--- src/common/uir_pkg.sv ---
// Shared constants of the serial port with infrared timing and ninth-bit mode.
// Assumes a 100 MHz system clock and a 32-bit AHB-Lite register port.
package uir_pkg;

  // ---------------------------------------------------------------
  // Clock and bit timing.
  // ---------------------------------------------------------------
  localparam int unsigned CLK_HZ = 100_000_000;
  localparam int unsigned OSC_HZ = 1_843_200;
  // System clocks per oscillator period, rounded down.
  localparam int unsigned OSC_DIV = CLK_HZ / OSC_HZ;
  localparam logic [3:0] TICK_LAST = 4'hf;     // Sixteen ticks per baud period.
  localparam logic [3:0] IR_PULSE_TICKS = 4'h3; // Infrared pulse, 3/16 of a bit.
  localparam logic [3:0] IR_MIN_RUN = 4'h2;     // Runs of one tick are noise.
  localparam logic [3:0] VOTE_FIRST = 4'h7;     // Normal mode votes at 7, 8 and 9.
  localparam logic [3:0] VOTE_LAST = 4'h9;

  // ---------------------------------------------------------------
  // Register byte addresses.
  // ---------------------------------------------------------------
  localparam logic [7:0] ADDR_CFG = 8'h00;
  localparam logic [7:0] ADDR_STAT = 8'h04;
  localparam logic [7:0] ADDR_TXD = 8'h08;
  localparam logic [7:0] ADDR_RXD = 8'h0c;
  localparam logic [7:0] ADDR_ISTAT = 8'h10;
  localparam logic [7:0] ADDR_IMASK = 8'h14;

  // Configuration fields.
  localparam int unsigned CFG_W = 8;
  localparam int unsigned CFG_LEN7 = 4;
  localparam int unsigned CFG_PAR = 5;
  localparam int unsigned CFG_STOP2 = 6;
  localparam int unsigned CFG_IR = 7;
  localparam logic [7:0] CFG_RST = 8'h00;

  // Status fields.
  localparam int unsigned ST_RXFULL = 0;
  localparam int unsigned ST_TXEMPTY = 1;
  localparam int unsigned ST_FRAMING = 2;
  localparam int unsigned ST_TXBUSY = 3;

  // Interrupt status and mask fields.
  localparam int unsigned IRQ_W = 4;
  localparam int unsigned EV_RX = 0;
  localparam int unsigned EV_NINTH = 1;
  localparam int unsigned EV_FRAMING = 2;
  localparam int unsigned EV_TXEMPTY = 3;
  localparam logic [3:0] IMASK_RST = 4'h0;

  // Data word: eight data bits and the ninth (parity-position) bit.
  localparam int unsigned WORD_W = 9;
  localparam int unsigned NINTH_POS = 8;

endpackage

--- src/logic/uir_uart.sv ---
// Serial port core: AHB-Lite registers, transmitter and receiver with
// infrared timing, ninth-bit addressing and a maskable interrupt.
// Assumes single-word AHB-Lite transfers and a serial input synchronous to the clock.
`timescale 1ns/1ps

module uir_uart #(
  parameter int unsigned OSC_DIV = uir_pkg::OSC_DIV
) (
  // Clock and reset.
  input wire logic i_clk_sys,
  input wire logic i_rst,
  // AHB-Lite slave.
  input wire logic i_hsel,
  input wire logic [31:0] i_haddr,
  input wire logic [1:0] i_htrans,
  input wire logic i_hwrite,
  input wire logic [2:0] i_hsize,
  input wire logic [31:0] i_hwdata,
  input wire logic i_hready,
  output logic [31:0] o_hrdata,
  output logic o_hreadyout,
  output logic o_hresp,
  // Serial line.
  input wire logic i_rxd,
  output logic o_txd,
  // Interrupt.
  output logic o_irq
);

  typedef enum logic [1:0] {
    UIR_IDLE = 2'b00,
    UIR_START = 2'b01,
    UIR_BITS = 2'b10,
    UIR_STOP = 2'b11
  } uir_state_e;

  // ---------------------------------------------------------------
  // Register port.
  // ---------------------------------------------------------------
  logic [7:0] cfg_r;
  logic [3:0] imask_r;
  logic [3:0] istat_r;
  logic [7:0] addr_r;
  logic wr_pend_r;
  logic rd_pend_r;
  logic tick;
  logic [3:0] ev;

  wire take = i_hsel && i_htrans[1] && i_hready;
  wire wr_cfg = wr_pend_r && (addr_r == uir_pkg::ADDR_CFG);
  wire wr_txd = wr_pend_r && (addr_r == uir_pkg::ADDR_TXD);
  wire wr_istat = wr_pend_r && (addr_r == uir_pkg::ADDR_ISTAT);
  wire wr_imask = wr_pend_r && (addr_r == uir_pkg::ADDR_IMASK);
  wire rd_rxd = rd_pend_r && (addr_r == uir_pkg::ADDR_RXD);
  wire ir_mode = cfg_r[uir_pkg::CFG_IR];
  wire len7 = cfg_r[uir_pkg::CFG_LEN7];
  wire par_en = cfg_r[uir_pkg::CFG_PAR];
  wire stop2 = cfg_r[uir_pkg::CFG_STOP2];

  // Address phase is latched; reads take one wait state so read data leaves a flop.
  always_ff @(posedge i_clk_sys or posedge i_rst) begin
    if (i_rst) begin
      addr_r <= 8'h00;
      wr_pend_r <= 1'b0;
      rd_pend_r <= 1'b0;
      o_hreadyout <= 1'b1;
      o_hresp <= 1'b0;
    end else begin
      if (take) begin
        addr_r <= i_haddr[7:0];
      end
      wr_pend_r <= take && i_hwrite;
      rd_pend_r <= take && !i_hwrite;
      o_hreadyout <= !(take && !i_hwrite);
      o_hresp <= 1'b0;
    end
  end

  // Writable configuration and interrupt state; a new event wins over its clear.
  always_ff @(posedge i_clk_sys or posedge i_rst) begin
    if (i_rst) begin
      cfg_r <= uir_pkg::CFG_RST;
      imask_r <= uir_pkg::IMASK_RST;
      istat_r <= 4'h0;
      o_irq <= 1'b0;
    end else begin
      if (wr_cfg) begin
        cfg_r <= i_hwdata[uir_pkg::CFG_W-1:0];
      end
      if (wr_imask) begin
        imask_r <= i_hwdata[uir_pkg::IRQ_W-1:0];
      end
      istat_r <= (istat_r & ~(wr_istat ? i_hwdata[3:0] : 4'h0)) | ev;
      o_irq <= |(istat_r & imask_r);
    end
  end

  uir_baud #(
    .OSC_DIV(OSC_DIV)
  ) u_baud (
    .i_clk_sys(i_clk_sys),
    .i_rst(i_rst),
    .i_code(cfg_r[3:0]),
    .o_tick16(tick)
  );

  // ---------------------------------------------------------------
  // Transmitter.
  // ---------------------------------------------------------------
  uir_state_e tx_st_r;
  logic [8:0] txbuf_r;
  logic txfull_r;
  logic [8:0] txsh_r;
  logic [3:0] tx_ph_r;
  logic [3:0] tx_cnt_r;
  logic tx_bit;

  // Bits after the start bit: data, then the ninth bit when parity position is on.
  wire [3:0] nbits = (len7 ? 4'h7 : 4'h8) + {3'h0, par_en};
  wire tx_load = tick && (tx_st_r == UIR_IDLE) && txfull_r;
  wire tx_ph_end = tick && (tx_ph_r == uir_pkg::TICK_LAST);
  // Seven-bit words put the ninth bit straight after data bit six.
  wire [8:0] tx_frame = len7 ? {1'b1, txbuf_r[8], txbuf_r[6:0]} : txbuf_r;
  // Normal mode holds the level; infrared mode pulses low for 3/16 on zeros.
  wire tx_line = ir_mode ? !(!tx_bit && (tx_ph_r < uir_pkg::IR_PULSE_TICKS)) : tx_bit;

  always_comb begin
    unique case (tx_st_r)
      UIR_IDLE: tx_bit = 1'b1;
      UIR_START: tx_bit = 1'b0;
      UIR_BITS: tx_bit = txsh_r[0];
      UIR_STOP: tx_bit = 1'b1;
    endcase
  end

  // Buffer accepts a write only while empty; a write to a full buffer is dropped.
  always_ff @(posedge i_clk_sys or posedge i_rst) begin
    if (i_rst) begin
      txbuf_r <= 9'h000;
      txfull_r <= 1'b0;
    end else if (tx_load) begin
      txfull_r <= 1'b0;
    end else if (wr_txd && !txfull_r) begin
      txbuf_r <= i_hwdata[uir_pkg::WORD_W-1:0];
      txfull_r <= 1'b1;
    end
  end

  // Transmit sequencer stepping sixteen ticks per bit.
  always_ff @(posedge i_clk_sys or posedge i_rst) begin
    if (i_rst) begin
      tx_st_r <= UIR_IDLE;
      txsh_r <= 9'h000;
      tx_ph_r <= 4'h0;
      tx_cnt_r <= 4'h0;
      o_txd <= 1'b1;
    end else begin
      o_txd <= tx_line;
      if (tx_load) begin
        tx_st_r <= UIR_START;
        txsh_r <= tx_frame;
        tx_ph_r <= 4'h0;
      end else if (tick && (tx_st_r != UIR_IDLE)) begin
        tx_ph_r <= tx_ph_r + 4'h1;
      end
      if (tx_ph_end) begin
        unique case (tx_st_r)
          UIR_IDLE: tx_st_r <= UIR_IDLE;
          UIR_START: begin
            tx_st_r <= UIR_BITS;
            tx_cnt_r <= nbits - 4'h1;
          end
          UIR_BITS: begin
            txsh_r <= {1'b1, txsh_r[8:1]};
            tx_cnt_r <= tx_cnt_r - 4'h1;
            if (tx_cnt_r == 4'h0) begin
              tx_st_r <= UIR_STOP;
              tx_cnt_r <= {3'h0, stop2};
            end
          end
          UIR_STOP: begin
            tx_cnt_r <= tx_cnt_r - 4'h1;
            if (tx_cnt_r == 4'h0) begin
              tx_st_r <= UIR_IDLE;
            end
          end
        endcase
      end
    end
  end

  // ---------------------------------------------------------------
  // Receiver.
  // ---------------------------------------------------------------
  uir_state_e rx_st_r;
  logic rxd_r;
  logic [3:0] rx_ph_r;
  logic [3:0] rx_cnt_r;
  logic [8:0] rxsh_r;
  logic [1:0] votes_r;
  logic [3:0] run_r;
  logic ir_zero_r;
  logic [8:0] rxreg_r;
  logic rxfull_r;
  logic fe_r;

  // Line level meaning data zero: high in infrared timing, low otherwise.
  wire z = ir_mode ? rxd_r : !rxd_r;
  // A run must reach two ticks to count, so single-tick glitches vanish.
  wire ir_hit = tick && z && (run_r == uir_pkg::IR_MIN_RUN - 4'h1);
  wire vote_win = (rx_ph_r >= uir_pkg::VOTE_FIRST) && (rx_ph_r <= uir_pkg::VOTE_LAST);
  wire [1:0] votes_n = votes_r + {1'b0, tick && z && vote_win};
  wire bit_zero = ir_mode ? ir_zero_r : votes_n[1];
  wire rx_ph_end = tick && (rx_ph_r == uir_pkg::TICK_LAST);
  wire rx_go = (rx_st_r == UIR_IDLE) && (ir_mode ? ir_hit : (tick && z));
  wire rx_done = rx_ph_end && (rx_st_r == UIR_STOP);
  // Seven-bit words shift in one bit fewer, so realign before storing.
  wire [8:0] rx_word = len7 ? {rxsh_r[8], 1'b0, rxsh_r[7:1]} : rxsh_r;
  // Without the ninth bit, seven-bit words sit one place higher than eight-bit ones.
  wire [8:0] rx_word9 = par_en ? rx_word : {1'b0, len7 ? {1'b0, rxsh_r[8:2]} : rxsh_r[8:1]};

  // Input register and infrared pulse-run tracking.
  always_ff @(posedge i_clk_sys or posedge i_rst) begin
    if (i_rst) begin
      rxd_r <= 1'b1;
      run_r <= 4'h0;
    end else begin
      rxd_r <= i_rxd;
      if (tick) begin
        run_r <= (z && (run_r != uir_pkg::TICK_LAST)) ? run_r + 4'h1 : (z ? run_r : 4'h0);
      end
    end
  end

  // Receive sequencer; infrared frames align on the pulse, which starts each bit.
  always_ff @(posedge i_clk_sys or posedge i_rst) begin
    if (i_rst) begin
      rx_st_r <= UIR_IDLE;
      rx_ph_r <= 4'h0;
      rx_cnt_r <= 4'h0;
      rxsh_r <= 9'h000;
      votes_r <= 2'h0;
      ir_zero_r <= 1'b0;
    end else if (rx_go) begin
      rx_st_r <= UIR_START;
      rx_ph_r <= ir_mode ? uir_pkg::IR_MIN_RUN : 4'h1;
      votes_r <= 2'h0;
      ir_zero_r <= ir_mode;
    end else if (tick && (rx_st_r != UIR_IDLE)) begin
      rx_ph_r <= rx_ph_r + 4'h1;
      votes_r <= rx_ph_end ? 2'h0 : votes_n;
      ir_zero_r <= !rx_ph_end && (ir_zero_r || ir_hit);
      if (rx_ph_end) begin
        unique case (rx_st_r)
          UIR_IDLE: rx_st_r <= UIR_IDLE;
          UIR_START: begin
            rx_st_r <= bit_zero ? UIR_BITS : UIR_IDLE;
            rx_cnt_r <= nbits - 4'h1;
          end
          UIR_BITS: begin
            rxsh_r <= {!bit_zero, rxsh_r[8:1]};
            rx_cnt_r <= rx_cnt_r - 4'h1;
            if (rx_cnt_r == 4'h0) begin
              rx_st_r <= UIR_STOP;
            end
          end
          UIR_STOP: rx_st_r <= UIR_IDLE;
        endcase
      end
    end
  end

  // Receive register and framing flag; the ninth-bit event is decoded from rx_word9 as it is stored.
  always_ff @(posedge i_clk_sys or posedge i_rst) begin
    if (i_rst) begin
      rxreg_r <= 9'h000;
      rxfull_r <= 1'b0;
      fe_r <= 1'b0;
    end else begin
      if (rx_done) begin
        rxreg_r <= rx_word9;
        fe_r <= bit_zero;
      end
      rxfull_r <= rx_done || (rxfull_r && !rd_rxd);
    end
  end

  // Events into the sticky status.
  assign ev[uir_pkg::EV_RX] = rx_done;
  assign ev[uir_pkg::EV_NINTH] = rx_done && rx_word9[uir_pkg::NINTH_POS];
  assign ev[uir_pkg::EV_FRAMING] = rx_done && bit_zero;
  assign ev[uir_pkg::EV_TXEMPTY] = tx_load;

  // ---------------------------------------------------------------
  // Read data.
  // ---------------------------------------------------------------
  wire [3:0] stat = {tx_st_r != UIR_IDLE, fe_r, !txfull_r, rxfull_r};
  logic [31:0] rd_mux;

  always_comb begin
    unique case (addr_r)
      uir_pkg::ADDR_CFG: rd_mux = {24'h000000, cfg_r};
      uir_pkg::ADDR_STAT: rd_mux = {28'h0000000, stat};
      uir_pkg::ADDR_TXD: rd_mux = {23'h0, txbuf_r};
      uir_pkg::ADDR_RXD: rd_mux = {23'h0, rxreg_r};
      uir_pkg::ADDR_ISTAT: rd_mux = {28'h0000000, istat_r};
      uir_pkg::ADDR_IMASK: rd_mux = {28'h0000000, imask_r};
      default: rd_mux = 32'h00000000;
    endcase
  end

  // Read data is captured in the wait state and held until the next read.
  always_ff @(posedge i_clk_sys or posedge i_rst) begin
    if (i_rst) begin
      o_hrdata <= 32'h00000000;
    end else if (rd_pend_r) begin
      o_hrdata <= rd_mux;
    end
  end

endmodule

--- src/logic/uir_baud.sv ---
// Baud tick generator: one pulse per sixteenth of a baud period.
// Assumes the code on i_code is stable while a character is in flight.
`timescale 1ns/1ps
module uir_baud #(
  parameter int unsigned OSC_DIV = uir_pkg::OSC_DIV
) (
  // Clock and reset.
  input wire logic i_clk_sys,
  input wire logic i_rst,
  // Rate selection.
  input wire logic [3:0] i_code,
  // Tick output.
  output logic o_tick16
);

  // Ratio is a power of two, or three times a power of two when the top bit is set.
  function automatic logic [8:0] ratio_of(input logic [3:0] code);
    logic [8:0] base;
    base = code[3] ? 9'h003 : 9'h001;
    ratio_of = base << code[2:0];
  endfunction

  logic [15:0] presc_r;
  logic [8:0] ratio_cnt_r;
  logic osc_en;
  logic [8:0] ratio_last;

  // Oscillator enable comes from the system clock, so baud rates are only as exact as OSC_DIV.
  assign osc_en = (presc_r == 16'(OSC_DIV - 1));
  assign ratio_last = ratio_of(i_code) - 9'h001;

  // Prescaler from system clock down to the oscillator rate.
  always_ff @(posedge i_clk_sys or posedge i_rst) begin
    if (i_rst) begin
      presc_r <= 16'h0000;
    end else begin
      presc_r <= osc_en ? 16'h0000 : presc_r + 16'h0001;
    end
  end

  // Ratio counter: baud equals oscillator over sixteen times the ratio.
  always_ff @(posedge i_clk_sys or posedge i_rst) begin
    if (i_rst) begin
      ratio_cnt_r <= 9'h000;
      o_tick16 <= 1'b0;
    end else begin
      o_tick16 <= osc_en && (ratio_cnt_r >= ratio_last);
      if (osc_en) begin
        ratio_cnt_r <= (ratio_cnt_r >= ratio_last) ? 9'h000 : ratio_cnt_r + 9'h001;
      end
    end
  end

endmodule

--- config.mk ---
export PLATFORM = sky130hd
export DESIGN_NAME = uir_uart
export DESIGN_NICKNAME = d
export VERILOG_FILES = /design/src/common/uir_pkg.sv /design/src/logic/uir_uart.sv /design/src/logic/uir_baud.sv
export SDC_FILE = /design/constraint.sdc
export NUM_CORES = 1
export LEC_CHECK = 0
export BUFFER_PORTS_ARGS = -buffer_cell sky130_fd_sc_hd__buf_2
export CAP_MARGIN = 20
export CORE_MARGIN = 4
export CORE_UTILIZATION = 62
export CTS_BUF_LIST = sky130_fd_sc_hd__clkbuf_4
export DETAILED_ROUTE_END_ITERATION = 12
export PLACE_DENSITY = 0.86
export SYNTH_ARGS = -nofsm -noshare
export SYNTH_HDL_FRONTEND = slang
export SYNTH_HIERARCHICAL = 1
export SYNTH_SLANG_ARGS = --single-unit
--- constraint.sdc ---
create_clock -name i_clk_sys -period 8 [get_ports i_clk_sys]
set_clock_uncertainty 0.15 [all_clocks]
set_input_delay 0.4 -clock i_clk_sys [delete_from_list [all_inputs] [get_ports i_clk_sys]]
set_output_delay 0.4 -clock i_clk_sys [all_outputs]
set_load 0.01 [all_outputs]
Word-level counts from Yosys, hierarchy flattened
Index checks and enable logic that the tools add are counted.
Storage, ports and cells
  register bits after elaboration: 154
  output and inout port bits: 36
  logic and storage cells: 178
Cells by class
  $add $sub $neg: 11
  order comparisons: 4
  equality and inequality tests: 18
  shifts and indexed selects: 1
  multiplexer cells: 46
  bitwise operators: 6
  reductions and logical operators: 62
Operator list (number)
  $mux 9: 6
  $pmux 9 s6: 1
  $mux 4: 9
  $logic_and 1x1->1: 29
  $mux 2: 14
  $add 16x1->16 const B: 1
  $eq 16x6->1 const B: 1
  $eq 8x4->1 const B: 2
  $eq 8x5->1 const B: 2
  $mux 16: 1
  $mux 8: 2
  $reduce_bool 2->1: 7
  $add 4x1->4 const B: 3
  $pmux 4 s3: 1
  $sub 4x1->4 const B: 3
  $add 9x1->9 const B: 1
  $ge 9x9->1: 1
  $logic_not 1->1: 9
  $shl 9x3->9: 1
  $sub 9x1->9 const B: 1
  $and 4x4->4: 2
  $eq 2x2->1 const B: 4
  $eq 4x4->1 const B: 2
  $eq 8x3->1 const B: 1
  28 further kinds: 44

Longest topological paths before layout
  depth after elaboration: 11
  gate-level depth with buffers: 11

Hierarchy
Netlist, hierarchy kept.
By module, submodules not included
  uir_uart: times used 1, cells each 516, area each 5454.0 um2, seq. area each 2631.3 um2
  uir_baud: times used 1, cells each 157, area each 1584.0 um2, seq. area each 650.6 um2

Worst setup path before layout
OpenSTA, ideal clock, no wires.
  kind: register to register
  start: register cfg_r[1]
  end: register u_baud.ratio_cnt_r[2]
  library setup time: 65 ps
  data arrival time: 2112 ps
  data required time: 7785 ps
  slack: 5673 ps
  stages on the path, launching flop included: 10
  period minus slack after synthesis: 2327 ps
  path through: dfrtp_1 -> or2_2 -> nand3_1 -> ha_1 -> a211oi_2 -> nor2_1 -> a311oi_4 -> nand2_4 -> nor2_4 -> a22o_1
On the way
  cells in the longest elaborated chain, start to end: 4
RTL lines
  start, declared: RTL line uir_uart.sv:40  | logic [7:0] cfg_r;
  start signal, assigned: RTL line uir_uart.sv:82  | cfg_r <= uir_pkg::CFG_RST;
  start signal, assigned: RTL line uir_uart.sv:88  | cfg_r <= i_hwdata[uir_pkg::CFG_W-1:0];
  $shl 9x3->9: RTL line uir_baud.sv:20  | ratio_of = base << code[2:0];
  $sub 9x1->9: RTL line uir_baud.sv:30  | assign ratio_last = ratio_of(i_code) - 9'h001;
  $ge 9x9->1: RTL line uir_baud.sv:49  | ratio_cnt_r <= (ratio_cnt_r >= ratio_last) ? 9'h000 : ratio_cnt_r + 9'h001;
  $mux 9: RTL line uir_baud.sv:49
  end signal, assigned: RTL line uir_baud.sv:49
  end, declared: RTL line uir_baud.sv:24  | logic [8:0] ratio_cnt_r;
No other way between the ends.
A chain may end at the register's enable or synchronous reset.

Final worst setup path
  start: register cfg_r[1]
  end: register u_baud.ratio_cnt_r[5]
The elaborated chain is that of the path after synthesis.

==> results.json <==
{
  "status": "complete, no violations",
  "internal_power_uw": 939,
  "grt_pass1_wl_um": 25400,
  "cts_root_buf": "clkbuf_4",
  "slowest_stage": "dfrtp_1",
  "synth_edf_count": 0,
  "cts_inserted_buffers": 17,
  "path_cells": "or2_2 -> nand3_1 -> ha_1 -> a211oi_2 -> nor2_1 -> a311oi_4 -> nand2_4 -> nor2_4 -> a22o_1",
  "clock_sinks": 131,
  "rsz0062_at_grt": "no",
  "start_kind": "register",
  "routed_wl_um": 14900,
  "synthAdderAreaFrac": 0.0587,
  "finalMaxSlewViolations": 0,
  "p_switching_uw": 349,
  "io_pins": 111,
  "hold_class": "in2reg",
  "drive_gt1_frac": 0.179,
  "setup_tns_ns": 0,
  "final_common_cell": "dfrtp_1",
  "drt_iter0_drc": 304,
  "yosysSeqAreaShare": 0.466,
  "tightest_slew_ns": 1.01,
  "hp-start": "i_hready",
  "multi_input_area_mm2": 0.00343,
  "synthXorXnorAreaFrac": 0.0249,
  "synthSimpleGateAreaFrac": 0.149,
  "syn2layout_area_growth_pct": 8.96,
  "ys_ff_latch": 131,
  "period_share": 0.325,
  "path_clk_slew_ns": 0.12,
  "dp_hpwl_um": 10400,
  "ir_drop_mv": 0.168,
  "maxSlewHeadroom": 0.323,
  "htreeDepth": 4,
  "gr-total-overflow": 0,
  "r2r-start": "cfg_r[1]$_DFFE_PP0P_",
  "arrival_ns": 2.92,
  "core_area_mm2": 0.0110,
  "seq_area_mm2": 0.00328,
  "cts_tree": "built",
  "synth_compound_area_frac": 0.139,
  "drtPass1Iterations": 7,
  "fin_crit_ns": 2.60,
  "clk_latency_ns": 0.55,
  "io_buffers": 35,
  "diodes": 0,
  "synth_area_leaders": "dfrtp_1 46%, ha_1 5.9%, mux2_2 5.6%",
  "slowest_delay_ns": 0.47,
  "routabilityCongestion": 0.875,
  "syn_avg_cell_area_um2": 10.5,
  "die_x_um": 115,
  "finalPower_mw": 1.29,
  "synth.mux.area_fraction": 0.104,
  "synth_largest_area_cell": "dfrtp_1",
  "p_leak_nw": 3.53,
  "vias_per_cell": 5.98,
  "hold_viol": 0,
  "clockBufferDepth": 2,
  "final_cell_mix": "128 x dfrtp_1, 56 x nand2_1, 47 x nor2_1",
  "start_util": 0.641,
  "netlist_area_mm2": 0.00704,
  "synthDominantCellAreaShare": 0.455,
  "setup.worst_path.class": "reg2reg",
  "antenna_found_initial": 0,
  "cp.required_ns": 8.32,
  "grt_util_all_layers": 0.245,
  "synthCells": 673,
  "nets": 833,
  "p_seq_frac": 0.559,
  "yosysWarnings": 6,
  "synth_top_family_by_area": "simple AND/OR/NAND/NOR gates",
  "ant_nets": 0,
  "drc_errors": 0,
  "post_cts_resize_count": 0,
  "clock_power_share": 0.332,
  "fillers": 764,
  "async_flop_share": 1.00,
  "swShare": 0.271,
  "rows": 38,
  "die_h_um": 115,
  "endpoint_kind": "register",
  "critPathMaxFanout": 9,
  "synth_ff_type": "dfrtp_1",
  "wl_per_cell_um": 17.0,
  "vias": 5254,
  "critPathLaunch": "cfg_r[1]$_DFFE_PP0P_",
  "grt_max_degree": 63,
  "max_freq_ghz": 0.385,
  "drv_cap": 0,
  "die_area_mm2": 0.0131,
  "ys_types": 68,
  "powerDensity_mw_per_mm2": 168,
  "first_global_vias": 5321,
  "setup_viol": 0,
  "combPwrFrac": 0.109
}
[synth_stat cells, types with 4 or more instances]
| cell | count |
|---|---|
| dfrtp_1 | 128 |
| nand2_1 | 56 |
| nor2_1 | 47 |
| mux2_2 | 35 |
| o21ai_0 | 34 |
| ha_1 | 33 |
| inv_1 | 32 |
| buf_4 | 25 |
| nand3_1 | 25 |
| a21oi_1 | 24 |
| o22ai_1 | 21 |
| mux2i_1 | 20 |
| o31ai_1 | 14 |
| clkbuf_1 | 13 |
| nand2b_1 | 12 |
| xnor2_1 | 11 |
| nand4_1 | 10 |
| a22o_1 | 9 |
| mux2_4 | 9 |
| nor3_1 | 9 |
| xor2_1 | 9 |
| a22oi_1 | 8 |
| buf_2 | 8 |
| nor2b_1 | 5 |
| o21ai_1 | 5 |
| a21o_1 | 4 |
| a31oi_1 | 4 |
[logic make-up (layout without fill, tap and decap cells)]
family          Yosys count  after routing
fa+ha+maj                33             33
simple gates            197            197
buf+inv                  79            121
other cells               1             24
xor+xnor                 20             20
mux                      64             64
compound gates          148            148
flops                   131            131
[repair_timing]
| item | 4_1_cts | 5_1_grt |
|---|---|---|
| hold endpoints to repair | 99 | 0 |
| endpoints found under the setup margin | 0 | 0 |
| hold buffers | 20 | 0 |
| buffers inserted | 0 | 0 |
[path summary, 6_finish.rpt]
| kind | endpoint | cells after the start | slack, ns |
|---|---|---|---|
| max | u_baud/ratio_cnt_r[5]$_DFFE_PP0N_ | 9 | 5.40 |
| min | wr_pend_r$_DFF_PP0_ | 3 | 0.22 |
| max reg2reg | u_baud/ratio_cnt_r[5]$_DFFE_PP0N_ | 9 | 5.40 |
| min reg2reg | u_baud/presc_r[15]$_DFF_PP0_ | 1 | 0.34 |
| max in group asynchronous | rxreg_r[7]$_DFFE_PP0P_ | 4 | 6.25 |
| min in group asynchronous | o_hrdata[3]$_DFFE_PP0P_ | 3 | 0.30 |
[metrics by stage]
step                      hold slack (ns)  area [µm²]   util  setup slack [ns]  cells
final                               0.221        7670  0.698              5.40    878
after global routing                0.224        7670  0.698              5.27    878
after CTS                           0.190        7670  0.698              5.42    878
after detailed placement            0.323        7200  0.656              5.45    826
after global placement              0.308        7200  0.656              5.51    826
after floorplan                     0.254        7120      -              4.69    696
[registers in the layout, summed over array words and instances, names as in the netlist, 2 cells and up]
register            flops
u_baud/presc_r         16
o_hrdata                9
rxreg_r                 9
rxsh_r                  9
txbuf_r                 9
txsh_r                  9
u_baud/ratio_cnt_r      9
addr_r                  8
cfg_r                   8
imask_r                 4
istat_r                 4
run_r                   4
rx_cnt_r                4
rx_ph_r                 4
tx_cnt_r                4
tx_ph_r                 4
rx_st_r                 2
tx_st_r                 2
votes_r                 2
[worst max-delay path: cells and delay by family (launching register included)]
kind            cells  cell delay, ns
fa+ha+maj           1            0.26
simple gates        5            0.86
flops               1            0.47
compound gates      3            0.80
[metal layers]
| layer | vias up | global-route usage | share of wire |
|---|---|---|---|
| li1 | 2478 | - | - |
| met4 | 0 | 0.0847 | 0.019 |
| met3 | 28 | 0.0576 | 0.049 |
| met2 | 151 | 0.423 | 0.52 |
| met5 | - | 0 | 0 |
| met1 | 2597 | 0.301 | 0.41 |
[area by class of cell]
| type | instances | share of cell area |
|---|---|---|
| Multi-Input combinational cell | 486 | 0.448 |
| Timing Repair Buffer | 57 | 0.0509 |
| Clock inverter | 12 | 0.0148 |
| Sequential cell | 131 | 0.428 |
| Tap cell | 140 | 0.0228 |
| Clock buffer | 20 | 0.0196 |
| Inverter | 32 | 0.0160 |
[power by group through the flow]
stage | Combinational, mW | Clock, mW | Sequential [mW]
3_5_place_dp | 0.131 | 0 | 0.732
3_3_place_gp | 0.125 | 0 | 0.729
5_1_grt | 0.155 | 0.468 | 0.725
4_1_cts | 0.139 | 0.435 | 0.719
6_report | 0.141 | 0.427 | 0.720
2_1_floorplan | 0.122 | 0 | 0.710
Note: power is estimated with default switching activity, not from simulation.
